==> src/dprc_pkg.sv <==
// Package of constants for the dual-port memory port controller
package dprc_pkg;
    localparam int          ADDR_W        = 14;
    localparam int          DATA_W        = 18;
    localparam logic [13:0] MBOX_RIGHT    = 14'h3FFF;
    localparam logic [13:0] MBOX_LEFT     = 14'h3FFE;
    localparam int          TOKEN_COUNT   = 8;
    localparam int          TOKEN_ADDR_W  = 3;
    localparam int          CLK_PERIOD_NS = 100;
    // Least setup of data before strobe release, in ns
    localparam int          T_SETUP_NS    = 15;
    localparam int          SETUP_CYC     = (T_SETUP_NS + CLK_PERIOD_NS - 1) / CLK_PERIOD_NS;
    // Least access time before sampling read data, in ns
    localparam int          T_ACCESS_NS   = 20;
    localparam int          ACCESS_CYC    = (T_ACCESS_NS + CLK_PERIOD_NS - 1) / CLK_PERIOD_NS;
    // Port-to-port flowthrough wait before reading a freshly written word, in ns
    localparam int          T_FLOW_NS     = 30;
    localparam int          FLOW_CYC      = (T_FLOW_NS + CLK_PERIOD_NS - 1) / CLK_PERIOD_NS;
    // Semaphore deselect time between write and read-back, in ns
    localparam int          T_TOKEN_NS    = 10;
    localparam int          TOKEN_CYC     = (T_TOKEN_NS + CLK_PERIOD_NS - 1) / CLK_PERIOD_NS;
    localparam logic [3:0]  CNT_ZERO      = 4'h0;
endpackage : dprc_pkg

==> src/dprc_wait_if.sv <==
`timescale 1ns/1ps
// Interface between the sequencer and its wait counter
interface dprc_wait_if;
    logic       load;
    logic [3:0] count;
    logic       done;
    modport seq (output load, output count, input done);
    modport tmr (input load, input count, output done);
endinterface : dprc_wait_if

==> src/dprc_wait.sv <==
`timescale 1ns/1ps
// Down counter that times the strobe phases of a port cycle
module dprc_wait (
    input  wire logic   clk_i,
    input  wire logic   rst_n_i,
    dprc_wait_if.tmr    w
);
    logic [3:0] cnt_r;
    logic [3:0] cnt_nxt;

    // Load, then count down to zero
    always_comb begin
        if (w.load) begin
            cnt_nxt = w.count;
        end else if (cnt_r != dprc_pkg::CNT_ZERO) begin
            cnt_nxt = cnt_r - 4'h1;
        end else begin
            cnt_nxt = cnt_r;
        end
    end

    always_ff @(posedge clk_i or negedge rst_n_i) begin
        if (!rst_n_i) begin
            cnt_r <= 4'h0;
        end else begin
            cnt_r <= cnt_nxt;
        end
    end

    // Done looks at the count only; a load decided from done must not feed back into it
    assign w.done = (cnt_r == dprc_pkg::CNT_ZERO);
endmodule : dprc_wait

==> src/dprc_port_ctrl.sv <==
`timescale 1ns/1ps
// Controller that drives one port of the shared dual-port memory
// Function
// Each port accesses every word independently
// Memory holds 16K words, 16 or 18 bits
// Byte selects gate upper and lower lanes
// Master drives busy, slave takes busy
// Busy asserted on same-word contention
// Mailbox alert flag on each port
// Eight shared semaphore latches
// Each latch owned by at most one port
// Port powers down when deselected
// Write ended by write line or select
// Data stable before write strobe rising edge
// Wait flowthrough delay before reading new data
// Read data driven only under output enable
// Devices combine as master plus slaves
// Top words are right and left mailboxes
// Owner read of mailbox clears alert
// Semaphore: token select, select high, bit0
// 14-bit word address, bus released otherwise
// Only contention winner's write completes
module dprc_port_ctrl #(
    parameter int DATA_W = dprc_pkg::DATA_W
) (
    input  wire logic                       clk_i,
    input  wire logic                       rst_n_i,
    // User request side
    input  wire logic                       req_i,
    input  wire logic                       req_write_i,
    input  wire logic                       req_token_i,
    input  wire logic                       req_end_by_sel_i,
    input  wire logic                       req_after_write_i,
    input  wire logic [dprc_pkg::ADDR_W-1:0] req_addr_i,
    input  wire logic [DATA_W-1:0]          req_wdata_i,
    input  wire logic [1:0]                 req_lanes_i,
    output logic                            ack_o,
    output logic                            retry_o,
    output logic [DATA_W-1:0]               rdata_o,
    output logic                            alert_o,
    // Memory port pins
    output logic                            port_sel_n_o,
    output logic                            write_not_read_o,
    output logic                            out_en_n_o,
    output logic                            token_latch_select_n_o,
    output logic                            high_byte_select_n_o,
    output logic                            low_byte_select_n_o,
    output logic [dprc_pkg::ADDR_W-1:0]     addr_o,
    output logic [DATA_W-1:0]               data_o,
    output logic                            data_oe_n_o,
    input  wire logic [DATA_W-1:0]          data_i,
    input  wire logic                       busy_n_i,
    input  wire logic                       alert_n_i
);
    // Elaboration guard: only the two documented word widths split into lanes
    if (DATA_W != 16 && DATA_W != 18) begin : g_width_chk
        $error("DATA_W must be 16 or 18");
    end

    typedef enum logic [5:0] {
        ST_IDLE  = 6'h01,
        ST_SETUP = 6'h02,
        ST_STRB  = 6'h04,
        ST_END   = 6'h08,
        ST_READ  = 6'h10,
        ST_GAP   = 6'h20
    } dprc_state_t;

    dprc_state_t                 st_r, st_nxt;
    logic                        sel_n_r, sel_n_nxt;
    logic                        wnr_r, wnr_nxt;
    logic                        oe_n_r, oe_n_nxt;
    logic                        tok_n_r, tok_n_nxt;
    logic                        hb_n_r, hb_n_nxt;
    logic                        lb_n_r, lb_n_nxt;
    logic [dprc_pkg::ADDR_W-1:0] addr_r, addr_nxt;
    logic [DATA_W-1:0]           dout_r, dout_nxt;
    logic                        doe_n_r, doe_n_nxt;
    logic                        ack_r, ack_nxt;
    logic                        retry_r, retry_nxt;
    logic [DATA_W-1:0]           rdata_r, rdata_nxt;
    logic                        alert_r, alert_nxt;
    logic                        bysel_r, bysel_nxt;
    dprc_wait_if                 wt ();

    dprc_wait u_wait (
        .clk_i   (clk_i),
        .rst_n_i (rst_n_i),
        .w       (wt)
    );

    // Cycle sequencer; strobes return high between accesses so the port powers down
    always_comb begin
        st_nxt    = st_r;
        sel_n_nxt = sel_n_r;
        wnr_nxt   = wnr_r;
        oe_n_nxt  = oe_n_r;
        tok_n_nxt = tok_n_r;
        hb_n_nxt  = hb_n_r;
        lb_n_nxt  = lb_n_r;
        addr_nxt  = addr_r;
        dout_nxt  = dout_r;
        doe_n_nxt = doe_n_r;
        ack_nxt   = 1'b0;
        retry_nxt = 1'b0;
        rdata_nxt = rdata_r;
        bysel_nxt = bysel_r;
        alert_nxt = !alert_n_i;
        wt.load   = 1'b0;
        wt.count  = 4'h0;
        case (st_r)
            ST_IDLE: begin
                if (req_i) begin
                    bysel_nxt = req_end_by_sel_i;
                    addr_nxt  = req_addr_i;
                    hb_n_nxt  = !req_lanes_i[1];
                    lb_n_nxt  = !req_lanes_i[0];
                    // Write line stays high until the setup wait is done
                    wnr_nxt   = 1'b1;
                    // Token access keeps the word select high
                    tok_n_nxt = !req_token_i;
                    if (req_token_i) begin
                        addr_nxt = {{(dprc_pkg::ADDR_W-dprc_pkg::TOKEN_ADDR_W){1'b0}},
                                    req_addr_i[dprc_pkg::TOKEN_ADDR_W-1:0]};
                        dout_nxt = {{(DATA_W-1){1'b1}}, req_wdata_i[0]};
                    end else begin
                        dout_nxt = req_wdata_i;
                    end
                    doe_n_nxt = !req_write_i;
                    st_nxt    = ST_SETUP;
                    wt.load   = 1'b1;
                    // Reading soon after the other side wrote: wait flowthrough
                    wt.count  = req_after_write_i ? 4'(dprc_pkg::FLOW_CYC) : 4'h0;
                end
            end
            ST_SETUP: begin
                if (wt.done) begin
                    sel_n_nxt = tok_n_r ? 1'b0 : 1'b1;
                    if (!doe_n_r) begin
                        // Data already stable; write line falls now
                        wnr_nxt = 1'b0;
                        if (bysel_r) begin
                            sel_n_nxt = 1'b1;
                        end
                        st_nxt = ST_STRB;
                    end else begin
                        oe_n_nxt = 1'b0;
                        st_nxt   = ST_READ;
                    end
                    wt.load  = 1'b1;
                    wt.count = 4'(dprc_pkg::ACCESS_CYC);
                end
            end
            ST_STRB: begin
                if (bysel_r) begin
                    // Select ends the cycle, write line held low
                    sel_n_nxt = tok_n_r ? 1'b0 : 1'b1;
                    wnr_nxt   = 1'b0;
                end else begin
                    wnr_nxt = 1'b0;
                end
                if (wt.done) begin
                    st_nxt = ST_END;
                    wt.load  = 1'b1;
                    wt.count = 4'(dprc_pkg::SETUP_CYC);
                end
            end
            ST_END: begin
                if (wt.done) begin
                    // Rising strobe captures data held since setup
                    if (bysel_r) begin
                        sel_n_nxt = 1'b1;
                    end else begin
                        wnr_nxt = 1'b1;
                    end
                    // Busy means the write lost arbitration
                    retry_nxt = tok_n_r && !busy_n_i;
                    ack_nxt   = !retry_nxt;
                    st_nxt    = ST_GAP;
                end
            end
            ST_READ: begin
                if (wt.done) begin
                    rdata_nxt = data_i;
                    retry_nxt = tok_n_r && !busy_n_i;
                    ack_nxt   = !retry_nxt;
                    oe_n_nxt  = 1'b1;
                    sel_n_nxt = 1'b1;
                    st_nxt    = ST_GAP;
                end
            end
            ST_GAP: begin
                // Deselect everything; token read-back needs this gap
                sel_n_nxt = 1'b1;
                tok_n_nxt = 1'b1;
                wnr_nxt   = 1'b1;
                oe_n_nxt  = 1'b1;
                doe_n_nxt = 1'b1;
                hb_n_nxt  = 1'b1;
                lb_n_nxt  = 1'b1;
                st_nxt    = ST_IDLE;
            end
            default: begin
                st_nxt = ST_IDLE;
            end
        endcase
    end

    always_ff @(posedge clk_i or negedge rst_n_i) begin
        if (!rst_n_i) begin
            st_r    <= ST_IDLE;
            sel_n_r <= 1'b1;
            wnr_r   <= 1'b1;
            oe_n_r  <= 1'b1;
            tok_n_r <= 1'b1;
            hb_n_r  <= 1'b1;
            lb_n_r  <= 1'b1;
            addr_r  <= '0;
            dout_r  <= '0;
            doe_n_r <= 1'b1;
            ack_r   <= 1'b0;
            retry_r <= 1'b0;
            rdata_r <= '0;
            alert_r <= 1'b0;
            bysel_r <= 1'b0;
        end else begin
            st_r    <= st_nxt;
            sel_n_r <= sel_n_nxt;
            wnr_r   <= wnr_nxt;
            oe_n_r  <= oe_n_nxt;
            tok_n_r <= tok_n_nxt;
            hb_n_r  <= hb_n_nxt;
            lb_n_r  <= lb_n_nxt;
            addr_r  <= addr_nxt;
            dout_r  <= dout_nxt;
            doe_n_r <= doe_n_nxt;
            ack_r   <= ack_nxt;
            retry_r <= retry_nxt;
            rdata_r <= rdata_nxt;
            alert_r <= alert_nxt;
            bysel_r <= bysel_nxt;
        end
    end

    assign ack_o                  = ack_r;
    assign retry_o                = retry_r;
    assign rdata_o                = rdata_r;
    assign alert_o                = alert_r;
    assign port_sel_n_o           = sel_n_r;
    assign write_not_read_o       = wnr_r;
    assign out_en_n_o             = oe_n_r;
    assign token_latch_select_n_o = tok_n_r;
    assign high_byte_select_n_o   = hb_n_r;
    assign low_byte_select_n_o    = lb_n_r;
    assign addr_o                 = addr_r;
    assign data_o                 = dout_r;
    assign data_oe_n_o            = doe_n_r;

    // Data must stay stable across the write strobe release
    data_stable_a: assert property (@(posedge clk_i) disable iff (!rst_n_i)
        (!wnr_r && !doe_n_r) |=> $stable(dout_r))
        else $error("write data changed under strobe");
    // Never drive the bus while reading
    bus_conflict_a: assert property (@(posedge clk_i) disable iff (!rst_n_i)
        !(oe_n_r == 1'b0 && doe_n_r == 1'b0))
        else $error("bus driven while output enabled");
    // Token access keeps the word select high
    token_sel_a: assert property (@(posedge clk_i) disable iff (!rst_n_i)
        !tok_n_r |-> sel_n_r)
        else $error("word select low during token access");
    // Gap deselects the port fully
    gap_idle_a: assert property (@(posedge clk_i) disable iff (!rst_n_i)
        (st_r == ST_GAP) |=> (sel_n_r && tok_n_r && oe_n_r && doe_n_r))
        else $error("port not deselected after cycle");
    // Contended word write reported as retry, not ack
    busy_retry_a: assert property (@(posedge clk_i) disable iff (!rst_n_i)
        (st_r == ST_END && wt.done && tok_n_r && !busy_n_i) |=> (retry_r && !ack_r))
        else $error("lost write not reported");
    // Alert follows the device flag one cycle later
    alert_follow_a: assert property (@(posedge clk_i) disable iff (!rst_n_i)
        1'b1 |=> (alert_r == !$past(alert_n_i)))
        else $error("alert output wrong");
    // Address upper bits zero during token access
    token_addr_a: assert property (@(posedge clk_i) disable iff (!rst_n_i)
        !tok_n_r |-> (addr_r[dprc_pkg::ADDR_W-1:dprc_pkg::TOKEN_ADDR_W] == '0))
        else $error("token address too wide");
    // Ack and retry never together
    ack_excl_a: assert property (@(posedge clk_i) disable iff (!rst_n_i)
        !(ack_r && retry_r))
        else $error("ack and retry together");
endmodule : dprc_port_ctrl

==> config.mk <==
export PLATFORM = sky130hd
export DESIGN_NAME = dprc_port_ctrl
export DESIGN_NICKNAME = d
export VERILOG_FILES = /design/src/dprc_pkg.sv /design/src/dprc_wait_if.sv /design/src/dprc_wait.sv /design/src/dprc_port_ctrl.sv
export SDC_FILE = /design/constraint.sdc
export NUM_CORES = 1
export LEC_CHECK = 0
export BUFFER_PORTS_ARGS = -buffer_cell sky130_fd_sc_hd__buf_2
export CAP_MARGIN = 10
export CELL_PAD_IN_SITES_DETAIL_PLACEMENT = 0
export CELL_PAD_IN_SITES_GLOBAL_PLACEMENT = 1
export CORE_MARGIN = 2
export CORE_UTILIZATION = 30
export CTS_CLUSTER_DIAMETER = 40
export DETAILED_ROUTE_END_ITERATION = 8
export PLACE_DENSITY = 0.75
export SETUP_SLACK_MARGIN = 0.02
export SLEW_MARGIN = 20
export SYNTH_ARGS = -nofsm -noshare
export SYNTH_HDL_FRONTEND = slang
export SYNTH_HIERARCHICAL = 1
export SYNTH_SLANG_ARGS = --single-unit
export TNS_END_PERCENT = 10
==> constraint.sdc <==
create_clock -name clk_i -period 2.2 [get_ports clk_i]
set_input_delay 0.44 -clock clk_i [delete_from_list [all_inputs] [get_ports clk_i]]
set_output_delay 0.44 -clock clk_i [all_outputs]
set_load 0.03 [all_outputs]
# Word level (Yosys, flattened, before mapping)
# Cells that the tools add are included.
[classes]
eq_ne = 17
mux = 47
n_addsub = 1
reduce_logical = 24
[op_table]
columns = ["operator", "n"]
rows = [
  ["$mux 1", 28],
  ["$mux 6", 4],
  ["$pmux 6 s4", 1],
  ["$mux 18", 1],
  ["$mux 14", 1],
  ["$ne 2x2->1 const B", 6],
  ["$pmux 1 s2", 6],
  ["$reduce_and 6->1", 2],
  ["$ne 2x1->1 const B", 5],
  ["$pmux 1 s5", 2],
  ["$reduce_bool 5->1", 2],
  ["$mux 4", 2],
  ["$reduce_and 4->1", 2],
  ["$logic_not 1->1", 7],
  ["$eq 6x1->1 const B", 1],
  ["$eq 6x2->1 const B", 1],
  ["$eq 6x3->1 const B", 1],
  ["$eq 6x4->1 const B", 1],
  ["$eq 6x5->1 const B", 1],
  ["$eq 6x6->1 const B", 1],
  ["$reduce_and 2->1", 3],
  ["$mux 5", 1],
  ["$logic_not 4->1", 1],
  ["$reduce_bool 2->1", 2],
  ["other kinds (6)", 7],
]
[totals]
inputBits = 61
register_bits = 71
output_inout_bits = 60

# Depth between registers and ports, before layout
# Gate-level depths: netlist of the first run.
[depth]
depth_word = 5
depth_mapped = 9
ltp_nobuf = 7

# Hierarchy
# The synthesis of the first run kept the hierarchy.
[modules_own_cells]
columns = ["module", "area_each_um2", "n_inst", "seq_area_each_um2", "cells_per_inst"]
rows = [
  ["dprc_port_ctrl", 3001.6, 1, 1686.6, 294],
  ["dprc_wait", 234.0, 1, 100.1, 22],
]

# Least setup slack after synthesis of the first run
# OpenSTA, ideal clock, no wires.
[synth_timing]
path_type = "flip-flop to flip-flop"
start = "register u_wait.cnt_r[0]"
end = "register rdata_r[10], in the netlist rdata_o[10]"
slack_ps = 95
required_time_ps = 2075
stages_incl_launch_ff = 9
period_less_slack_ps = 2105
arrival_time_ps = 1980
path_buffers = 3
path_cell_list = "dfrtp_1 -> inv_1 -> ha_1 -> nor3b_4 -> clkbuf_1 -> and4b_1 -> buf_4 -> buf_8 -> mux2_2"
[synth_between]
elab_chain_cells = 2
[synth_rtl]
columns = ["element", "line", "text"]
rows = [
  ["start, declared", "dprc_wait.sv:8", "logic [3:0] cnt_r;"],
  ["start signal, assigned", "dprc_wait.sv:26", "cnt_r <= cnt_nxt;"],
  ["$logic_not 4->1", "dprc_wait.sv:31", "assign w.done = (cnt_r == dprc_pkg::CNT_ZERO);"],
  ["named net wt.done", "dprc_wait_if.sv:6", "logic done;"],
  ["$reduce_and 2->1 (no line)", "--", ""],
  ["end signal, assigned", "dprc_port_ctrl.sv:239", "rdata_r <= rdata_nxt;"],
  ["end, declared", "dprc_port_ctrl.sv:81", "logic [DATA_W-1:0] rdata_r, rdata_nxt;"],
]
# The timed path passes the listed nets, and every way through them passes these cells.
# A chain may end at the register's enable or synchronous reset.

# Worst setup path after layout of the first run
[layout_timing]
start = "register u_wait.cnt_r[0]"
end = "register rdata_r[5], in the netlist rdata_o[5]"
# Same word-level chain as after synthesis.

==> results of run 1 <==
## sequential cells by signal (all words and copies together) (netlist names), 4 cells and up
register	flops
addr_o	14
u_wait/cnt_r	4
data_o	18
st_r	6
rdata_o	18
## logic make-up after synthesis
family | after synthesis | share of synthesized area [%]
AOI/OAI and AO/OA | 50 | 9.397
xor gates and xnor gates | 8 | 2.166
adders and majority gates | 1 | 0.3866
buffers and inverters | 29 | 4.331
DFF | 71 | 55.22
muxes | 22 | 7.579
other | 1 | 0.1159
and+or+nand+nor | 134 | 20.80
## synthesized netlist by cell type, types with 2 or more instances
library cell | count | area, um2
nand2_1 | 84 | 315.3
dfrtp_1 | 63 | 1577
o21ai_0 | 25 | 125.1
mux2_2 | 20 | 225.2
nand3b_1 | 13 | 97.59
clkbuf_1 | 11 | 41.29
buf_2 | 10 | 50.05
dfstp_2 | 8 | 210.2
a21oi_1 | 6 | 30.03
o211ai_1 | 6 | 45.04
inv_1 | 5 | 18.77
nor2_1 | 5 | 18.77
xor2_1 | 5 | 43.79
nand2b_1 | 4 | 25.02
nand3_1 | 4 | 20.02
nor3_1 | 4 | 20.02
nor3b_1 | 4 | 30.03
nor4_1 | 3 | 18.77
xnor2_1 | 3 | 26.28
a31oi_1 | 2 | 12.51
and3_1 | 2 | 12.51
and3b_1 | 2 | 17.52
buf_4 | 2 | 15.01
mux2i_1 | 2 | 20.02
nor2b_1 | 2 | 12.51
o211a_1 | 2 | 20.02
o22ai_1 | 2 | 12.51
## layer usage
layer	routed length (um)	vias up	GRT usage [%]
met5	0	-	0
met4	141	0	5.495
met3	491	9	4.237
met2	4048	81	23.54
met1	3555	1301	17.79
li1	-	1313	-
## worst max-delay path: stages (launching register included)
cell and delay, ns:
dfrtp_1 0.38, inv_1 0.09, ha_1 0.21, nor3b_4 0.35
and4b_1 0.25, buf_4 0.25, mux2_2 0.37
## stage by stage
step	cells	setup WS, ns	total power [uW]	hold WS (ns)	utilization, %
finish	578	0.1779	6153	0.01616	40.54
detailed placement	562	0.1828	5070	0.3917	38.43
CTS	578	0.1778	6238	0.01484	40.54
global placement	562	0.2525	5009	0.3855	38.43
floorplan	318	0.09507	4193	0.1444	-
global route	578	0.08628	6599	0.02292	40.54
## area by class of cell
| type | count | area (um2) |
|---|---|---|
| well taps | 136 | 170.2 |
| clock inverters | 6 | 92.59 |
| repair buffers | 132 | 705.7 |
| fillers | 1029 | 6193 |
| clock buffers | 10 | 127.6 |
| flip-flops and latches | 71 | 1787 |
| inverters | 5 | 18.77 |
| multi-input cells | 218 | 1321 |
## power by group through the flow
stage	Combinational, uW	Clock (uW)	Sequential [uW]
global route	3070	1250	2280
CTS	2850	1190	2210
floorplan	1210	0	2990
detailed placement	2850	0	2220
global placement	2800	0	2210
finish	2800	1150	2200
## final timing paths
kind / start / endpoint / slack [ns]
max: u_wait/cnt_r[0]$_DFFE_PN0P_ / rdata_o[5]$_DFFE_PN0P_ / 0.18
min: rst_n_i / rdata_o[16]$_DFFE_PN0P_ / 0.02
max reg2reg: u_wait/cnt_r[0]$_DFFE_PN0P_ / rdata_o[5]$_DFFE_PN0P_ / 0.18
min reg2reg: data_o[4]$_DFFE_PN0N_ / data_o[4]$_DFFE_PN0N_ / 0.46
max in group asynchronous: rst_n_i / port_sel_n_o$_DFFE_PN1P_ / 1.57
min in group clk_i: alert_n_i / alert_o$_DFF_PN0_ / 0.23
==> impl_metrics.csv, run 1 <==
group,metric,value,unit
outcome,status,"completed",
die,fp.dieH,107.9,um
critical_path,cp_data_required_time,2.42,ns
grt,grtUsageTotal,14.36,%
drt,vias_per_cell,4.678,
grt,grt_pass1_vias,2634,
timing,finalSetupTns,0,ns
worst_hold_path,hp-class,"input port to async pin",
yosys,synth-edff-count,0,
placement,dpl.hpwl,5915,um
layout,drive_gt1_share,40.95,%
power_and_ir_drop,power.leakage,0.002236,uW
die,start_util,31.06,%
drt,routed_wl,8237,um
power_and_ir_drop,powerDensity,1457,mW/mm2
drt,drc,0,
drt,drt_iter0_markers,102,
grt,grt_start_max_net_pins,42,
die,die-area,0.01163,mm2
cts,clock-sinks,71,
layout,finalNetCount,499,
power_and_ir_drop,switching_power,2722,uW
yosys,synth-seq-cells,71,
critical_path,crit_type,"flop to flop",
yosys,async_flop_share,100.0,%
power_and_ir_drop,switching_share,44.23,%
placement,io_buffers,120,
drt,postRouteAntennaNets,0,
die,core.rowCount,37,
yosys,ys.flop_type,"dfrtp_1",
yosys,postSynthAreaPerCell,10.24,um2
timing,min_period,2.022,ns
layout,layout_common_cells,"119 x buf_2, 84 x nand2_1, 63 x dfrtp_1",
cts,cts-root-buf,"clkbuf_8",
cts,cts.clk_slew.worst_paths,0.08,ns
placement,gp_congestion,0.8520,
run,cap_violations,0,
timing,setup_violations,0,
placement,dpl_cell_area,0.004003,mm2
critical_path,cp-end-kind,"flop",
power_and_ir_drop,ir_drop,0.6308,mV
cts,cts_setup_buffers,0,
timing,drv_slew,0,
critical_path,cp.arrival,2.24,ns
power_and_ir_drop,seqPwrFrac,35.7,%
timing,post-route-period-util,91.92,%
cts,cts_max_path_buffers,2,
timing,rsz0062_at_grt,"false",
layout,mostFrequentLayoutCell,"buf_2",
yosys,seq_area_frac_synth,55.22,%
timing,fmax,0.4945,GHz
layout,finalInstanceArea,0.004223,mm2
cts,clk_latency,0.34,ns
timing,clock_skew,0.01434,ns
yosys,ys.warnings.count,6,
layout,diodes,0,
layout,area_growth,30.51,%
yosys,synthCells,316,
cts,cts_hold_buf,0,
drt,wl_per_cell,14.25,um
power_and_ir_drop,intPower,3431,uW
cts,postCtsResizedCells,0,
drt,drt_pass1_iterations,4,
cts,numCtsBuffers,9,
yosys,synth_cell_types,44,
timing,hold_viol,0,
yosys,syn-cell-area,0.003236,mm2
power_and_ir_drop,comb_power_share,45.6,%
critical_path,startpoint_type,"flop",
die,fp.dieW,107.9,um
die,boundaryPins,121,
grt,grt_pass1_wl,13140,um
cts,htree_levels,3,
grt,antenna_found_initial,1,
grt,grt-ovfl-total,0,
cts,cts_tree,"built",
die,design.core.area,0.01042,mm2
critical_path,reg2reg_depth,6,
power_and_ir_drop,power.share.clock,18.7,%
drt,num_vias,2704,
critical_path,crit_path_max_fanout,18,
(Power assumes the default switching activity.)
==> run 2: changes to the inputs <==
- CORE_ASPECT_RATIO: not set -> 0.6
==> impl_metrics.csv, run 2 (synthesis gave the netlist of run 1 again) <==
group,metric,value,unit
cts,cts_tree,"built",
layout,finalNetCount,497,
die,fp.dieH,84.45,um
worst_hold_path,hp-class,"input port to async pin",
timing,worst_hold_slack,0.1165,ns
timing,drv_slew,0,
cts,htree_levels,3,
cts,postCtsResizedCells,0,
layout,mostFrequentLayoutCell,"buf_2",
layout,area_growth,32.99,%
drt,num_vias,2684,
critical_path,startpoint_type,"flop",
layout,diodes,0,
drt,drt_iter0_markers,102,
power_and_ir_drop,powerDensity,1499,mW/mm2
die,die-area,0.01166,mm2
timing,fmax,0.4898,GHz
drt,wl_per_cell,14.18,um
cts,clk_latency,0.32,ns
grt,grt_use_met2,20.21,%
grt,grt-ovfl-total,0,
die,fp.dieW,138.1,um
critical_path,r2r-end,"rdata_o[3]$_DFFE_PN0P_",
critical_path,crit_path_max_fanout,18,
timing,post-route-period-util,92.81,%
critical_path,crit_type,"flop to flop",
timing,rsz0062_at_grt,"false",
grt,use_met3,7.416,%
critical_path,startpoint,"u_wait/cnt_r[0]$_DFFE_PN0P_",
grt,top_usage_layer,"met1",
cts,cts.clk_slew.worst_paths,0.06,ns
critical_path,cp.arrival,2.25,ns
placement,io_buffers,120,
grt,grt_pass1_wl,14060,um
drt,drt_pass1_iterations,4,
layout,finalInstanceArea,0.004303,mm2
timing,finalSetupTns,0,ns
cts,clock-sinks,71,
grt,antenna_found_initial,0,
critical_path,ff2ff_setup_slack,0.16,ns
outcome,status,"completed",
layout,layout_common_cells,"120 x buf_2, 84 x nand2_1, 63 x dfrtp_1",
drt,drc,0,
drt,vias_per_cell,4.636,
timing,hold_viol,0,
cts,cts_hold_buf,0,
die,core.rowCount,29,
timing,setup_violations,0,
layout,register_area,0.001787,mm2
drt,routed_wl,8208,um
grt,grt_start_max_net_pins,72,
placement,gp_congestion,0.8137,
run,cap_violations,0,
critical_path,reg2reg_depth,6,
placement,dpl.hpwl,5910,um
timing,min_period,2.042,ns
cts,cts_max_path_buffers,2,
layout,final_cell_count_no_fill,579,
layout,multi_input_area,0.001333,mm2
power_and_ir_drop,power.leakage,0.002271,uW
grt,grt_pass1_vias,2719,
placement,dpl_cell_area,0.004001,mm2
grt,grtUsageTotal,15.14,%
drt,postRouteAntennaNets,0,
die,design.core.area,0.01052,mm2
layout,drive_gt1_share,41.14,%
cts,numCtsBuffers,9,
critical_path,cp-end-kind,"flop",
cts,cts-root-buf,"clkbuf_16",
die,boundaryPins,121,
die,start_util,30.75,%
critical_path,cp_data_required_time,2.40,ns
grt,grtUsageMet1,21.52,%
layout,fillers,1074,
cts,cts_setup_buffers,0,
power_and_ir_drop,ir_drop,0.6057,mV
critical_path,r2r_start,"u_wait/cnt_r[0]$_DFFE_PN0P_",
placement,dp_cells,563,
timing,clock_skew,0.006569,ns
-- run 2: routing by layer --
layer	wire length, um	part of all wire, %
met2	3268	40
met4	70	0.85
met3	778	9.5
met1	4091	50
met5	0	0
-- run 2: worst max-delay path: stages (launching register included) --
cell,delay [ns]
dfrtp_1,0.37
inv_1,0.10
ha_1,0.21
nor3b_4,0.36
and4b_1,0.25
buf_4,0.25
mux2_2,0.37
-- run 2: worst max path at each step --
stage	endpoint	slack, ns	cells past startpoint
finish	rdata_o[3]$_DFFE_PN0P_	0.16	6
global route	rdata_o[4]$_DFFE_PN0P_	0.04	6
CTS	rdata_o[14]$_DFFE_PN0P_	0.17	6
detailed placement	rdata_o[15]$_DFFE_PN0P_	0.18	6
global placement	port_sel_n_o$_DFFE_PN1P_	0.15	7
floorplan	rdata_o[10]$_DFFE_PN0P_	0.1	8
-- run 2: final cells by class --
class / instances / area share, %
flip-flops and latches: 71 / 41.52
multi-input cells: 218 / 30.97
repair buffers: 130 / 16.28
clock buffers: 10 / 5.321
well taps: 139 / 4.042
clock inverters: 6 / 1.425
inverters: 5 / 0.4362
-- run 2: metrics by stage --
stage               util, %  setup WS [ns]  power (uW)
finish                40.89         0.1582        6450
global route          40.89        0.04273        6929
CTS                   40.78         0.1730        6531
detailed placement    38.03         0.1810        5089
global placement      38.03         0.1526        5023
floorplan                 -        0.09507        4193
-- run 2: report_power, final --
group | internal, uW | total, uW | switching (uW)
logic | 951 | 2830 | 1880
registers | 1850 | 2210 | 358
clock network | 873 | 1410 | 535
total | 3680 | 6450 | 2770
